### config.mk
export PLATFORM = sky130hd
export DESIGN_NAME = dual_clock_fifo_prog_flags
export DESIGN_NICKNAME = d
export VERILOG_FILES = /design/src/pin_sync.v /design/src/two_entry_buffer.v /design/src/dual_clock_fifo_prog_flags.v
export VERILOG_INCLUDE_DIRS = /design/src
export SDC_FILE = /design/constraint.sdc
export NUM_CORES = 2
export LEC_CHECK = 0
export BUFFER_PORTS_ARGS = -buffer_cell sky130_fd_sc_hd__buf_2
export CAP_MARGIN = 20
export CORE_ASPECT_RATIO = 0.8
export CORE_MARGIN = 8
export CORE_UTILIZATION = 60
export CTS_BUF_LIST = sky130_fd_sc_hd__clkbuf_4 sky130_fd_sc_hd__clkbuf_8
export DETAILED_ROUTE_END_ITERATION = 7
export PLACE_DENSITY = 0.76
export SYNTH_ARGS = -nofsm -noshare
export SYNTH_HDL_FRONTEND = slang
export SYNTH_HIERARCHICAL = 1
export SYNTH_SLANG_ARGS = --single-unit
### constraint.sdc
create_clock -name clk_in -period 9.8 [get_ports clk_in]
set_clock_uncertainty 0.2 [all_clocks]
set_input_delay 2.94 -clock clk_in [delete_from_list [all_inputs] [get_ports clk_in]]
set_output_delay 2.94 -clock clk_in [all_outputs]
set_load 0.02 [all_outputs]
### src/fifo_map.vh
// fifo_map.vh: constants shared by the buffer core and its helpers.
// assumes: included by bare name from each design file that needs it.
`ifndef FIFO_MAP_VH
`define FIFO_MAP_VH

// storage geometry
`define FIFO_AW 8
`define FIFO_DEPTH (1 << `FIFO_AW)
`define DATA_W 9
`define OFS_W 8
`define OFS_COUNT 4

// offset register sequence positions
`define SEQ_EMPTY_LOW 2'h0
`define SEQ_EMPTY_HIGH 2'h1
`define SEQ_FULL_LOW 2'h2
`define SEQ_FULL_HIGH 2'h3

// offset reset values
`define OFS_DEFAULT_LOW 8'h07
`define OFS_DEFAULT_HIGH 8'h00

// pin sampling bus layout
`define PIN_W 17
`define PIN_WCLK 16
`define PIN_RCLK 15
`define PIN_RST_N 14
`define PIN_WEA_N 13
`define PIN_WEB 12
`define PIN_REA_N 11
`define PIN_REB_N 10
`define PIN_OE_N 9
`define PIN_DATA_HI 8
`define PIN_DATA_LO 0
`define PIN_RESET_VAL 17'h0_2e00

// output staging buffer
`define BUF_EMPTY 2'h0
`define BUF_ONE 2'h1
`define BUF_FULL 2'h2

`endif

### src/pin_sync.v
// pin_sync.v: two-stage sampler for a bus of asynchronous pins.
// assumes: every bit is sampled alike; no logic reads the first stage.
`timescale 1ns/1ps
`default_nettype none

module pin_sync #(
  parameter WIDTH = 17,
  parameter [WIDTH-1:0] RESET_VAL = {WIDTH{1'b0}}
) (
  input wire clk_in, // sampling clock
  input wire rst_in, // async reset, active high
  input wire [WIDTH-1:0] async_in, // raw pins
  output wire [WIDTH-1:0] sync_out // sampled pins
);

  reg [WIDTH-1:0] stage1;
  reg [WIDTH-1:0] stage2;

  // first stage feeds only the second, to settle metastability
  always @(posedge clk_in or posedge rst_in) begin
    if (rst_in) begin
      stage1 <= RESET_VAL;
      stage2 <= RESET_VAL;
    end else begin
      stage1 <= async_in;
      stage2 <= stage1;
    end
  end

  assign sync_out = stage2;

endmodule
`default_nettype wire

### src/two_entry_buffer.v
// two_entry_buffer.v: two-word staging buffer with valid/ready both sides.
// assumes: one clock; flush empties it without a handshake.
`timescale 1ns/1ps
`default_nettype none
`include "fifo_map.vh"

module two_entry_buffer #(
  parameter WIDTH = 9
) (
  input wire clk_in, // clock
  input wire rst_in, // async reset, active high
  input wire flush_in, // drop all words
  input wire in_valid_in, // word offered
  output wire in_ready_out, // room for a word
  input wire [WIDTH-1:0] in_data_in, // offered word
  output wire out_valid_out, // head word present
  input wire out_ready_in, // head word taken
  output wire [WIDTH-1:0] out_data_out // head word
);

  reg [WIDTH-1:0] slot0;
  reg [WIDTH-1:0] slot1;
  reg [1:0] fill;
  wire push;
  wire pop;

  assign in_ready_out = (fill != `BUF_FULL);
  assign out_valid_out = (fill != `BUF_EMPTY);
  assign out_data_out = slot0;
  assign push = in_valid_in & in_ready_out;
  assign pop = out_valid_out & out_ready_in;

  // slot0 is always the head, so the output is straight from a flop
  always @(posedge clk_in or posedge rst_in) begin
    if (rst_in) begin
      slot0 <= {WIDTH{1'b0}};
      slot1 <= {WIDTH{1'b0}};
      fill <= `BUF_EMPTY;
    end else if (flush_in) begin
      fill <= `BUF_EMPTY;
    end else if (push && pop) begin
      if (fill == `BUF_ONE) begin
        slot0 <= in_data_in;
      end else begin
        slot0 <= slot1;
        slot1 <= in_data_in;
      end
    end else if (pop) begin
      slot0 <= slot1;
      fill <= fill - `BUF_ONE;
    end else if (push) begin
      if (fill == `BUF_EMPTY) begin
        slot0 <= in_data_in;
      end else begin
        slot1 <= in_data_in;
      end
      fill <= fill + `BUF_ONE;
    end
  end

endmodule
`default_nettype wire

### src/dual_clock_fifo_prog_flags.v
// dual_clock_fifo_prog_flags.v: 9-bit first-in first-out buffer with
// empty, full and programmable almost flags and four offset registers.
// assumes: all device pins, the write and read clocks among them, are
// asynchronous to clk_in and are sampled by it; each pin clock runs
// well below half of clk_in so every edge is seen.
`timescale 1ns/1ps
`default_nettype none
`include "fifo_map.vh"

module dual_clock_fifo_prog_flags (
  input wire clk_in, // system clock, 25 MHz
  input wire sys_rst_in, // async reset, active high
  input wire reset_n_in, // device reset pin, active low
  input wire write_clock_in, // write clock pin
  input wire read_clock_in, // read clock pin
  input wire write_enable_a_n_in, // write enable a, active low
  input wire write_enable_b_or_load_in, // enable b or load_n
  input wire read_enable_a_n_in, // read enable a, active low
  input wire read_enable_b_n_in, // read enable b, active low
  input wire output_enable_n_in, // output enable, active low
  input wire [8:0] input_bus_in, // write data
  output wire [8:0] output_bus_out, // output register
  output wire output_bus_oe_n_out, // low while bus driven
  output wire full_n_out, // full flag, active low
  output wire almost_full_n_out, // almost-full, active low
  output wire empty_n_out, // empty flag, active low
  output wire almost_empty_n_out // almost-empty, active low
);

  localparam AW = `FIFO_AW;
  localparam PW = `FIFO_AW + 1;
  localparam DW = `DATA_W;
  localparam OW = `OFS_W;
  localparam [PW-1:0] PTR_ZERO = {PW{1'b0}};
  localparam [PW-1:0] PTR_ONE = {{AW{1'b0}}, 1'b1};
  // depth built at pointer width, so no wide integer is cut silently
  localparam [PW-1:0] DEPTH_P = PTR_ONE << AW;

  //////////////////////////////////////////////////////////////////////
  // pointer coding helpers

  // binary to gray, so only one bit moves per step
  function [PW-1:0] bin2gray;
    input [PW-1:0] b;
    begin
      bin2gray = b ^ (b >> 1);
    end
  endfunction

  // gray back to binary, one xor chain
  function [PW-1:0] gray2bin;
    input [PW-1:0] g;
    integer i;
    begin
      gray2bin[PW-1] = g[PW-1];
      for (i = PW - 2; i >= 0; i = i - 1) begin
        gray2bin[i] = gray2bin[i+1] ^ g[i];
      end
    end
  endfunction

  //////////////////////////////////////////////////////////////////////
  // pin sampling

  wire [`PIN_W-1:0] pin_raw;
  wire [`PIN_W-1:0] pin_s;

  assign pin_raw = {write_clock_in, read_clock_in, reset_n_in,
                    write_enable_a_n_in, write_enable_b_or_load_in,
                    read_enable_a_n_in, read_enable_b_n_in,
                    output_enable_n_in, input_bus_in};

  // data and controls travel with the clocks, so they stay aligned
  pin_sync #(
    .WIDTH(`PIN_W),
    .RESET_VAL(`PIN_RESET_VAL)
  ) u_pin_sync (
    .clk_in(clk_in),
    .rst_in(sys_rst_in),
    .async_in(pin_raw),
    .sync_out(pin_s)
  );

  wire dev_rst;
  wire wea_n_s;
  wire web_s;
  wire rea_n_s;
  wire reb_n_s;
  wire [DW-1:0] din_s;

  assign dev_rst = ~pin_s[`PIN_RST_N];
  assign wea_n_s = pin_s[`PIN_WEA_N];
  assign web_s = pin_s[`PIN_WEB];
  assign rea_n_s = pin_s[`PIN_REA_N];
  assign reb_n_s = pin_s[`PIN_REB_N];
  assign din_s = pin_s[`PIN_DATA_HI:`PIN_DATA_LO];

  //////////////////////////////////////////////////////////////////////
  // pin clock edges

  reg wclk_prev;
  reg rclk_prev;
  wire wr_edge;
  wire rd_edge;

  // previous sampled level, for rising edge detection
  always @(posedge clk_in or posedge sys_rst_in) begin
    if (sys_rst_in) begin
      wclk_prev <= 1'b0;
      rclk_prev <= 1'b0;
    end else begin
      wclk_prev <= pin_s[`PIN_WCLK];
      rclk_prev <= pin_s[`PIN_RCLK];
    end
  end

  // sides act only on their own rising edges
  assign wr_edge = pin_s[`PIN_WCLK] & ~wclk_prev;
  assign rd_edge = pin_s[`PIN_RCLK] & ~rclk_prev;

  //////////////////////////////////////////////////////////////////////
  // mode strap

  reg mode_two_we;

  // strap caught by the clock while the device reset is held
  always @(posedge clk_in or posedge sys_rst_in) begin
    if (sys_rst_in) begin
      mode_two_we <= 1'b0;
    end else if (dev_rst) begin
      mode_two_we <= web_s;
    end
  end

  wire load_act;
  assign load_act = ~mode_two_we & ~web_s; // load only in flag mode

  //////////////////////////////////////////////////////////////////////
  // offset registers

  reg [OW-1:0] ofs_reg [0:`OFS_COUNT-1];
  reg [1:0] ofs_sel;
  wire ofs_wr;
  wire ofs_rd;
  wire [2*OW-1:0] empty_ofs;
  wire [2*OW-1:0] full_ofs;
  wire [PW-1:0] n_ofs;
  wire [PW-1:0] m_ofs;

  assign ofs_wr = wr_edge & ~dev_rst & load_act & ~wea_n_s;
  assign ofs_rd = rd_edge & ~dev_rst & load_act
                & ~rea_n_s & ~reb_n_s;

  // one element per block; high bytes reset to their own default
  genvar g;
  generate
    for (g = 0; g < `OFS_COUNT; g = g + 1) begin : ofs_bank
      localparam [1:0] IDX = g;
      always @(posedge clk_in or posedge sys_rst_in) begin
        if (sys_rst_in) begin
          ofs_reg[g] <= IDX[0] ? `OFS_DEFAULT_HIGH : `OFS_DEFAULT_LOW;
        end else if (dev_rst) begin
          ofs_reg[g] <= IDX[0] ? `OFS_DEFAULT_HIGH : `OFS_DEFAULT_LOW;
        end else if (ofs_wr && (ofs_sel == IDX)) begin
          ofs_reg[g] <= din_s[OW-1:0];
        end
      end
    end
  endgenerate

  // shared position; load rising leaves it where it is
  // a read and a write in one cycle step it only once between them
  always @(posedge clk_in or posedge sys_rst_in) begin
    if (sys_rst_in) begin
      ofs_sel <= `SEQ_EMPTY_LOW;
    end else if (dev_rst) begin
      ofs_sel <= `SEQ_EMPTY_LOW;
    end else if (ofs_wr || ofs_rd) begin
      ofs_sel <= ofs_sel + 2'h1; // wraps full-high to empty-low
    end
  end

  // high bits beyond the depth are dropped
  assign empty_ofs = {ofs_reg[`SEQ_EMPTY_HIGH], ofs_reg[`SEQ_EMPTY_LOW]};
  assign full_ofs = {ofs_reg[`SEQ_FULL_HIGH], ofs_reg[`SEQ_FULL_LOW]};
  assign n_ofs = {1'b0, empty_ofs[AW-1:0]};
  assign m_ofs = {1'b0, full_ofs[AW-1:0]};

  //////////////////////////////////////////////////////////////////////
  // write side

  reg [DW-1:0] mem [0:`FIFO_DEPTH-1];
  reg [PW-1:0] wptr;
  reg [PW-1:0] wgray;
  reg [PW-1:0] rg_s1;
  reg [PW-1:0] rg_s2;
  reg full_n;
  reg almost_full_n;
  reg [PW-1:0] rgray;
  wire fifo_wr;
  wire [PW-1:0] next_wptr;
  wire [PW-1:0] rptr_w;
  wire [PW-1:0] wcount;
  wire [PW-1:0] next_wcount;

  // enable b high is required in both modes: in flag mode it is load_n
  assign fifo_wr = wr_edge & ~dev_rst & full_n
                 & ~wea_n_s & web_s;
  assign next_wptr = wptr + PTR_ONE;

  // storage array, written only on accepted writes
  always @(posedge clk_in) begin
    if (fifo_wr) begin
      mem[wptr[AW-1:0]] <= din_s;
    end
  end

  // write pointer and its gray copy
  always @(posedge clk_in or posedge sys_rst_in) begin
    if (sys_rst_in) begin
      wptr <= PTR_ZERO;
      wgray <= PTR_ZERO;
    end else if (dev_rst) begin
      wptr <= PTR_ZERO;
      wgray <= PTR_ZERO;
    end else if (fifo_wr) begin
      wptr <= next_wptr;
      wgray <= bin2gray(next_wptr);
    end
  end

  // read pointer crosses as gray through two stages
  always @(posedge clk_in or posedge sys_rst_in) begin
    if (sys_rst_in) begin
      rg_s1 <= PTR_ZERO;
      rg_s2 <= PTR_ZERO;
    end else begin
      rg_s1 <= rgray;
      rg_s2 <= rg_s1;
    end
  end

  assign rptr_w = gray2bin(rg_s2);
  assign wcount = wptr - rptr_w;
  assign next_wcount = fifo_wr ? (next_wptr - rptr_w) : wcount;

  // stale read pointer only overstates the count: never late to assert
  always @(posedge clk_in or posedge sys_rst_in) begin
    if (sys_rst_in) begin
      full_n <= 1'b1;
      almost_full_n <= 1'b1;
    end else if (dev_rst) begin
      full_n <= 1'b1;
      almost_full_n <= 1'b1;
    end else if (wr_edge) begin
      full_n <= ~(next_wcount == DEPTH_P);
      almost_full_n <= ~(next_wcount >= (DEPTH_P - m_ofs));
    end
  end

  //////////////////////////////////////////////////////////////////////
  // read side prefetch

  reg [PW-1:0] wg_s1;
  reg [PW-1:0] wg_s2;
  reg [PW-1:0] fptr;
  wire [PW-1:0] wptr_r;
  wire pf_valid;
  wire pf_ready;
  wire buf_valid;
  wire [DW-1:0] buf_data;
  wire fifo_rd;

  // write pointer crosses as gray through two stages
  always @(posedge clk_in or posedge sys_rst_in) begin
    if (sys_rst_in) begin
      wg_s1 <= PTR_ZERO;
      wg_s2 <= PTR_ZERO;
    end else begin
      wg_s1 <= wgray;
      wg_s2 <= wg_s1;
    end
  end

  assign wptr_r = gray2bin(wg_s2);
  assign pf_valid = ~dev_rst & (fptr != wptr_r);

  // fetch pointer stalls whenever the staging buffer is full
  always @(posedge clk_in or posedge sys_rst_in) begin
    if (sys_rst_in) begin
      fptr <= PTR_ZERO;
    end else if (dev_rst) begin
      fptr <= PTR_ZERO;
    end else if (pf_valid && pf_ready) begin
      fptr <= fptr + PTR_ONE;
    end
  end

  // words wait here until a read edge takes them
  two_entry_buffer #(
    .WIDTH(DW)
  ) u_stage (
    .clk_in(clk_in),
    .rst_in(sys_rst_in),
    .flush_in(dev_rst),
    .in_valid_in(pf_valid),
    .in_ready_out(pf_ready),
    .in_data_in(mem[fptr[AW-1:0]]),
    .out_valid_out(buf_valid),
    .out_ready_in(fifo_rd),
    .out_data_out(buf_data)
  );

  //////////////////////////////////////////////////////////////////////
  // read side pointer, flags and output register

  reg [PW-1:0] rptr;
  reg empty_n;
  reg almost_empty_n;
  reg [DW-1:0] out_reg;
  wire [PW-1:0] next_rptr;
  wire [PW-1:0] rcount;
  wire [PW-1:0] next_rcount;

  // reads ignored while empty or while load shows offsets
  assign fifo_rd = rd_edge & ~dev_rst & ~load_act & ~rea_n_s
                 & ~reb_n_s & empty_n & buf_valid;
  assign next_rptr = rptr + PTR_ONE;
  assign rcount = wptr_r - rptr;
  assign next_rcount = fifo_rd ? (wptr_r - next_rptr) : rcount;

  // committed read pointer and its gray copy
  always @(posedge clk_in or posedge sys_rst_in) begin
    if (sys_rst_in) begin
      rptr <= PTR_ZERO;
      rgray <= PTR_ZERO;
    end else if (dev_rst) begin
      rptr <= PTR_ZERO;
      rgray <= PTR_ZERO;
    end else if (fifo_rd) begin
      rptr <= next_rptr;
      rgray <= bin2gray(next_rptr);
    end
  end

  // stale write pointer only understates: empty never late
  always @(posedge clk_in or posedge sys_rst_in) begin
    if (sys_rst_in) begin
      empty_n <= 1'b0;
      almost_empty_n <= 1'b0;
    end else if (dev_rst) begin
      empty_n <= 1'b0;
      almost_empty_n <= 1'b0;
    end else if (rd_edge) begin
      empty_n <= (next_rcount != PTR_ZERO);
      almost_empty_n <= ~(next_rcount <= n_ofs);
    end
  end

  // output register holds unless a word or an offset is read
  always @(posedge clk_in or posedge sys_rst_in) begin
    if (sys_rst_in) begin
      out_reg <= {DW{1'b0}};
    end else if (dev_rst) begin
      out_reg <= {DW{1'b0}};
    end else if (fifo_rd) begin
      out_reg <= buf_data;
    end else if (ofs_rd) begin
      out_reg <= {1'b0, ofs_reg[ofs_sel]};
    end
  end

  //////////////////////////////////////////////////////////////////////
  // outputs

  // bus drive follows the sampled output enable pin
  assign output_bus_out = out_reg;
  assign output_bus_oe_n_out = pin_s[`PIN_OE_N];
  assign full_n_out = full_n;
  assign almost_full_n_out = almost_full_n;
  assign empty_n_out = empty_n;
  assign almost_empty_n_out = almost_empty_n;

endmodule
`default_nettype wire

# [Word-level counts from Yosys, hierarchy flattened]
# Memory sizes are Yosys's and may differ from the RTL's.
# Index checks and enable logic that the tools add are counted.
[classes] add_sub_neg=11 magnitude_cmp=3 n_eq_ne=23 n_mux=52 bitwise_logic=51 reduce_logical=17
[ops] cell="2-to-1 mux 9 bit" count=25
[ops] cell="2-to-1 mux 8 bit" count=10
[ops] cell="subtractor 9 bit" count=4
[ops] cell="!= test 2 bit (second input constant)" count=14
[ops] cell="adder 9 x 1 -> 9 bit (second input constant)" count=3
[ops] cell="AND 1 bit" count=21
[ops] cell="XOR 9 x 8 -> 9 bit" count=2
[ops] cell="binary-select mux 8 bit (select 2 bit)" count=1
[ops] cell="XOR 1 bit" count=16
[ops] cell="2-to-1 mux 2 bit" count=6
[ops] cell="NOT 1 bit" count=11
[ops] cell="2-to-1 mux 1 bit" count=10
[ops] cell="equality test 9 bit (second input constant)" count=1
[ops] cell=">= comparator 9 bit" count=1
[ops] cell="<= comparator 9 x 8 -> 1 bit" count=1
[ops] cell="!= test 9 bit" count=1
[ops] cell="nonzero test 9 bit" count=1
[ops] cell="subtractor 9 x 8 -> 9 bit (first input constant)" count=1
[ops] cell="logical AND 1 bit" count=6
[ops] cell="nonzero test 3 bit" count=2
[ops] cell="AND reduction 5 bit" count=1
[ops] cell="adder 2 x 1 -> 2 bit (second input constant)" count=2
[ops] cell="equality test 2 x 1 -> 1 bit (second input constant)" count=2
[ops] cell="equality test 2 bit (second input constant)" count=2
[ops] cell="other kinds (11)" count=13
[word_totals] ff_bits=185 mem_bits_rw=2304 input_bits=19 n_memories=1
[memory_table] name="mem" depth=256 word_bits=9 read_ports=1 rd_ports_with_merged_regs=0 write_ports=1 line_no="dual_clock_fifo_prog_flags.v:192" source="reg [DW-1:0] mem [0:`FIFO_DEPTH-1];"

# [Logic depth before layout (Yosys ltp)]
[depth] depth_word=15 depth_mapped=22

# [Cells and area by module]
# The synthesis kept the hierarchy.
[modules_own_cells] mod="dual_clock_fifo_prog_flags" instances=1 cells_per_inst=4327 area_per_inst_um2=95580.4 seq_area_each_um2=72424.5
[modules_own_cells] mod="two_entry_buffer" instances=1 cells_per_inst=104 area_per_inst_um2=1198.6 seq_area_each_um2=500.5
[modules_own_cells] mod="pin_sync" instances=1 cells_per_inst=35 area_per_inst_um2=864.6 seq_area_each_um2=860.8

# [Worst setup path before layout]
# Ideal clock, no wire load.
[synth_timing] path_type="register to register" start="reg rg_s2[8]" end="reg almost_full_n (netlist: almost_full_n_out)" setup_ns=0.075 arrival_time_ns=4.410 setup_slack_ns=5.115 path_stages_with_launch=21 path_cell_list="dfrtp_1 -> xnor2_1 -> xor2_1 -> xor2_1 -> xor2_1 -> xor2_1 -> xor2_1 -> xor2_1 -> xnor2_1 -> ha_1 -> fa_1 -> inv_1 -> ha_1 -> a21o_1 -> a21o_1 -> a21o_1 -> a21o_1 -> a21o_1 -> a21o_1 -> a21oi_1 -> a2bb2oi_1"
[synth_via] elab_chain_cells=14 word_cells_on_any_way=15 cone_classes="add/sub: 2; order compare: 1; mux: 3; bitwise: 9"
[synth_lines] element="start: declaration" line_no="dual_clock_fifo_prog_flags.v:196" source="reg [PW-1:0] rg_s2;"
[synth_lines] element="start signal: assignment" line_no="dual_clock_fifo_prog_flags.v:239" source="rg_s2 <= rg_s1;"
[synth_lines] element="XOR 1 bit (8 in a row)" line_no="dual_clock_fifo_prog_flags.v:57" source="gray2bin[i] = gray2bin[i+1] ^ g[i];"
[synth_lines] element="subtractor 9 bit (on tied branches)" line_no="dual_clock_fifo_prog_flags.v:244, dual_clock_fifo_prog_flags.v:245"
[synth_lines] element="2-to-1 mux 9 bit *" line_no="dual_clock_fifo_prog_flags.v:245" source="assign next_wcount = fifo_wr ? (next_wptr - rptr_w) : wcount;"
[synth_lines] element=">= comparator 9 bit *" line_no="dual_clock_fifo_prog_flags.v:257" source="almost_full_n <= ~(next_wcount >= (DEPTH_P - m_ofs));"
[synth_lines] element="NOT 1 bit *" line_no="dual_clock_fifo_prog_flags.v:257"
[synth_lines] element="2-to-1 mux 1 bit *" line_no="dual_clock_fifo_prog_flags.v:255" source="end else if (wr_edge) begin"
[synth_lines] element="2-to-1 mux 1 bit *" line_no="dual_clock_fifo_prog_flags.v:252" source="end else if (dev_rst) begin"
[synth_lines] element="end signal: assignment" line_no="dual_clock_fifo_prog_flags.v:257"
[synth_lines] element="end: declaration" line_no="dual_clock_fifo_prog_flags.v:198" source="reg almost_full_n;"
# Every way passes the cells marked *; elsewhere a longest branch is shown, timed or not. The select of a mux whose other input is x is not followed.
# A chain may end at the register's enable or synchronous reset.

# [Worst setup path in the final report]
[layout_timing] start="reg fptr[0]" end="reg u_stage.slot0[2] (netlist: u_stage/out_data_out[2])"
[layout_via] elab_chain_cells=6 word_cells_on_any_way=13 cone_classes="eq/ne: 1; mux: 5; bitwise: 2; reduce/logical: 4; memory: 1"
[layout_lines] element="start: declaration" line_no="dual_clock_fifo_prog_flags.v:266" source="reg [PW-1:0] fptr;"
[layout_lines] element="start signal: assignment" line_no="dual_clock_fifo_prog_flags.v:295" source="fptr <= fptr + PTR_ONE;"
[layout_lines] element="branches (longest 6 deep; another with memory read (256 x 9 bit))"
[layout_lines] element="end signal: assignment" line_no="two_entry_buffer.v:36" source="slot0 <= {WIDTH{1'b0}};"
[layout_lines] element="end signal: assignment" line_no="two_entry_buffer.v:43" source="slot0 <= in_data_in;"
[layout_lines] element="end signal: assignment" line_no="two_entry_buffer.v:45" source="slot0 <= slot1;"
[layout_lines] element="end: declaration" line_no="two_entry_buffer.v:21" source="reg [WIDTH-1:0] slot0;"
# Parallel ways; which one is timed is not known. The select of a mux whose other input is x is not followed.

==> flow_summary.rst <==
.. list-table::
   :header-rows: 1

   * - Metric
     - Value
   * - Outcome
     - complete, no violations
   * - Crit Reg-Reg Startpoint
     - fptr[0]$_DFFE_PP0P_
   * - Final total power
     - 22.5 mW
   * - P per Cell Area
     - between 200 and 250 nW/um^2
   * - F_max
     - 179 MHz
   * - Number of H-tree branching levels
     - 5
   * - Dpl hpwl
     - 131,000 um
   * - Signal arrival time at the worst endpoint
     - 6290 ps
   * - Syn-to-layout area delta
     - 10.3%
   * - Fraction of final layout cells with drive strength greater than 1
     - 0.307
   * - Worst slew pin tran
     - 1250 ps
   * - Inserted Clock Buffers
     - approximately 370
   * - Wirelength per Cell
     - roughly 32 um
   * - Overall routing resource usage
     - 0.258
   * - Source of the critical timing path
     - fptr[0]$_DFFE_PP0P_
   * - Warning count from the yosys run
     - 6
   * - Type of the setup path with the least slack
     - flip-flop to flip-flop
   * - Largest buffer count on any clock path
     - 4
   * - Leak Pwr
     - 33.7 nW
   * - VDD IR max
     - approximately 0.00017 V
   * - Cts-stage hold buffer count
     - 0
   * - Final non-filler cell area
     - 108,000 um^2
   * - Iteration count of the initial detailed-routing pass
     - 6
   * - Overall via count from detail_route
     - between 40,000 and 50,000
   * - Maximum number of pins on one net before global-route repair
     - about 210
   * - Slowest cell on the critical path
     - dfrtp_4
   * - Delay-heaviest family, CP
     - multiplexers
   * - Required time worst endpoint
     - 10,500 ps
   * - Worst Path Max Fanout
     - slightly below 90
   * - Max Cap Violations
     - 0
   * - Normalized max-slew margin
     - 0.170
   * - Syn Inst Count
     - 4,466
   * - Number of flops mapped to enable cells by yosys
     - 2,304
   * - Worst path buffer plus inverter count
     - 2
   * - Post-CTS setup buffers
     - 0
   * - Post-synth top flop
     - edfxtp_1
   * - Fin nets
     - 4,770
   * - Cell mode on critical path
     - mux4_2
   * - Count of cells along the worst register-to-register path
     - 11
   * - Clock slew at reported path FFs
     - about 70 ps
   * - Total Die Area
     - 176,000 um^2
   * - Endpoint type of the worst setup path
     - flip-flop
   * - Number of cell rows
     - 132
   * - Routability-driven placement congestion ratio
     - 0.825
   * - Non-filler instance count after layout
     - 7,137
   * - Final count of pins violating max slew
     - 0
   * - Aggregate negative setup slack
     - 0 ps
   * - Flop and latch count out of synthesis
     - 2,487
   * - Area after detailed placement
     - 100,000 um^2
   * - Sum of routed wire length over all layers
     - 226,000 um
   * - Die Y
     - 377 um
   * - Worst setup margin
     - 4210 ps
   * - Final setup violating endpoints
     - 0
   * - Utilization of the core after routing
     - 0.666
   * - Distinct cell type count of the synthesized netlist
     - 64
   * - Post-route fraction of the period consumed by the critical path
     - 0.570
   * - Ordered list of cells on the worst path
     - buf_12 > buf_4 > mux4_2 > mux4_2 > mux4_2 > nor2b_1 > a211oi_1 > a31oi_1 > mux2_1 > a22oi_1 > a31oi_1
   * - Fin. Hold Viols
     - 0
   * - Cell accounting for the most synthesized area
     - edfxtp_1
   * - Fraction of post-synthesis cell area in the top cell type by area
     - 0.709
   * - Count of pins on the block boundary
     - 33
   * - Min-delay worst type
     - flip-flop to flip-flop
   * - Hold slack final
     - 144 ps
   * - Initial antenna violation count
     - 10
   * - Endpoint of the worst setup timing path
     - u_stage/out_data_out[2]$_DFFE_PP0P_
   * - Post-Synthesis Mean Instance Area
     - approximately 22 um^2
   * - Asr flop ratio synth
     - 0.0736
   * - Leading cell types in the layout, fill and taps excluded
     - 2,304 x edfxtp_1, 769 x mux4_2, 388 x clkbuf_8, 301 x nor2_1, 153 x dfrtp_1
   * - Pre-CTS setup slack
     - 4280 ps
   * - Core area
     - between 150,000 and 200,000 um^2
   * - Starting density of the core
     - 0.604
   * - Clock latency on the worst-skew pair
     - ~1100 ps
   * - Most common library cell in the layout ignoring fill and taps
     - edfxtp_1
   * - DRC
     - 0
   * - Largest stage delay, worst path
     - slightly above 900 ps
   * - Post-route minimum period
     - 5590 ps
   * - Leftover overflow at the end of global routing
     - 0
   * - Critical path depth
     - 11
   * - Die outline width
     - 467 um
   * - Routed Antenna Nets
     - 0
   * - Net count of the mapped netlist
     - 4,533
   * - Count of port buffers added during placement
     - 32
   * - Via-per-instance ratio
     - 6.63
   * - Largest cells by area after synthesis
     - edfxtp_1 71%, mux4_2 18%, dfrtp_1 4.3%
   * - Minimum setup slack among reg-to-reg paths
     - between 4000 and 5000 ps
   * - Clock sink count
     - 2,487
   * - Clock tree from TritonCTS
     - done
   * - Summed instance area of the synthesized netlist
     - about 100,000 um^2
   * - R2R Path End
     - u_stage/out_data_out[2]$_DFFE_PP0P_
   * - Seq/Total Area, Yosys
     - 0.756
   * - First DRT Iteration DRCs
     - between 6,000 and 7,000
   * - Buffer type at the clock tree root
     - clkbuf_8
   * - First-pass GRT wire length
     - 331,000 um
   * - Unrepaired setup endpoints after global routing
     - false
   * - Vias in the first global route
     - 47,200
   * - Startpoint type of the worst setup path
     - flip-flop
   * - Cells after DPL
     - 6,456
   * - Count of instances resized after the clock tree is built
     - 0
## area by class of cell
type                       count  area, um^2
timing repair buffer         120        1090
inverter                      39         150
fill                        9750       54000
clock inverter               143         933
sequential                  2487       73800
tap                         2144        2680
multi-input combinational   1684       22700
clock buffer                 512        6270
antenna                        8        20.0
## power breakdown
group / switching (mW) / internal [mW] / leakage (nW)
Clock: 3.87 / 4.45 / 3.82
Combinational: 1.23 / 1.21 / 6.74
Sequential: 0.155 / 11.6 / 23.1
## state kept, by name (all words and copies together), names as in the netlist, 16 cells and up
signal and flops:
empty_ofs 16, u_pin_sync/stage1 17, mem 2304, u_pin_sync/sync_out 17, full_ofs 16
## layer usage
layer / routed length (um) / up-vias / part of all wire / GRT usage
li1: - / 19000 / - / -
met1: 87700 / 24800 / 0.39 / 0.383
met2: 104000 / 3033 / 0.46 / 0.380
met3: 27500 / 450 / 0.12 / 0.0702
met4: 7020 / 2 / 0.031 / 0.0845
met5: 7 / - / 0.000031 / 0
## worst register-to-register path, stage by stage (launching register included)
cell and delay (ps):
dfrtp_4 920, buf_12 600, buf_4 770, mux4_2 590
mux4_2 540, mux4_2 540, nor2b_1 230, a211oi_1 290
a31oi_1 110, mux2_1 370, a22oi_1 170, a31oi_1 110
## synth_stat cells, types with 10 or more instances
cell and instances:
a21oi_1 44, a31oi_1 27, edfxtp_1 2304, ha_1 46, inv_1 38, nor2_1 301, buf_1 38, xnor2_1 52
nor3_1 15, buf_2 52, nand3_1 89, dfstp_2 16, o21ai_0 35, nor2b_1 16, nand2_1 115, clkbuf_1 162
dfrtp_1 167, mux2_1 10, and2_1 11, xor2_1 43, mux4_2 769
## kinds of logic (layout without fill, tap and decap cells)
logic type      count (synthesis)  in the layout  synth area share
compound gates                148            148           0.00921
xor+xnor                       99             99           0.00943
fa+ha+maj                      49             49           0.00641
buf+inv                       295            814            0.0123
flops                        2487           2487             0.756
mux                           793            793             0.180
other cells                     0              8                 0
simple gates                  595            595            0.0266
## worst min-delay path by stage
stage / startpoint / endpoint / slack, ps / cells after the start
3_5_place_dp: rg_s1[6]$_DFF_PP0_ / rg_s2[6]$_DFF_PP0_ / 130 / 0
6_report: u_pin_sync/stage1[8]$_DFF_PP0_ / u_pin_sync/sync_out[8]$_DFF_PP0_ / 140 / 0
4_1_cts: u_pin_sync/stage1[10]$_DFF_PP1_ / u_pin_sync/sync_out[10]$_DFF_PP1_ / 150 / 0
5_1_grt: u_pin_sync/stage1[8]$_DFF_PP0_ / u_pin_sync/sync_out[8]$_DFF_PP0_ / 150 / 0
2_1_floorplan: rg_s1[0]$_DFF_PP0_ / rg_s2[0]$_DFF_PP0_ / 130 / 0
3_3_place_gp: rg_s1[2]$_DFF_PP0_ / rg_s2[2]$_DFF_PP0_ / 130 / 0
Note: power is estimated with default switching activity, not from simulation.
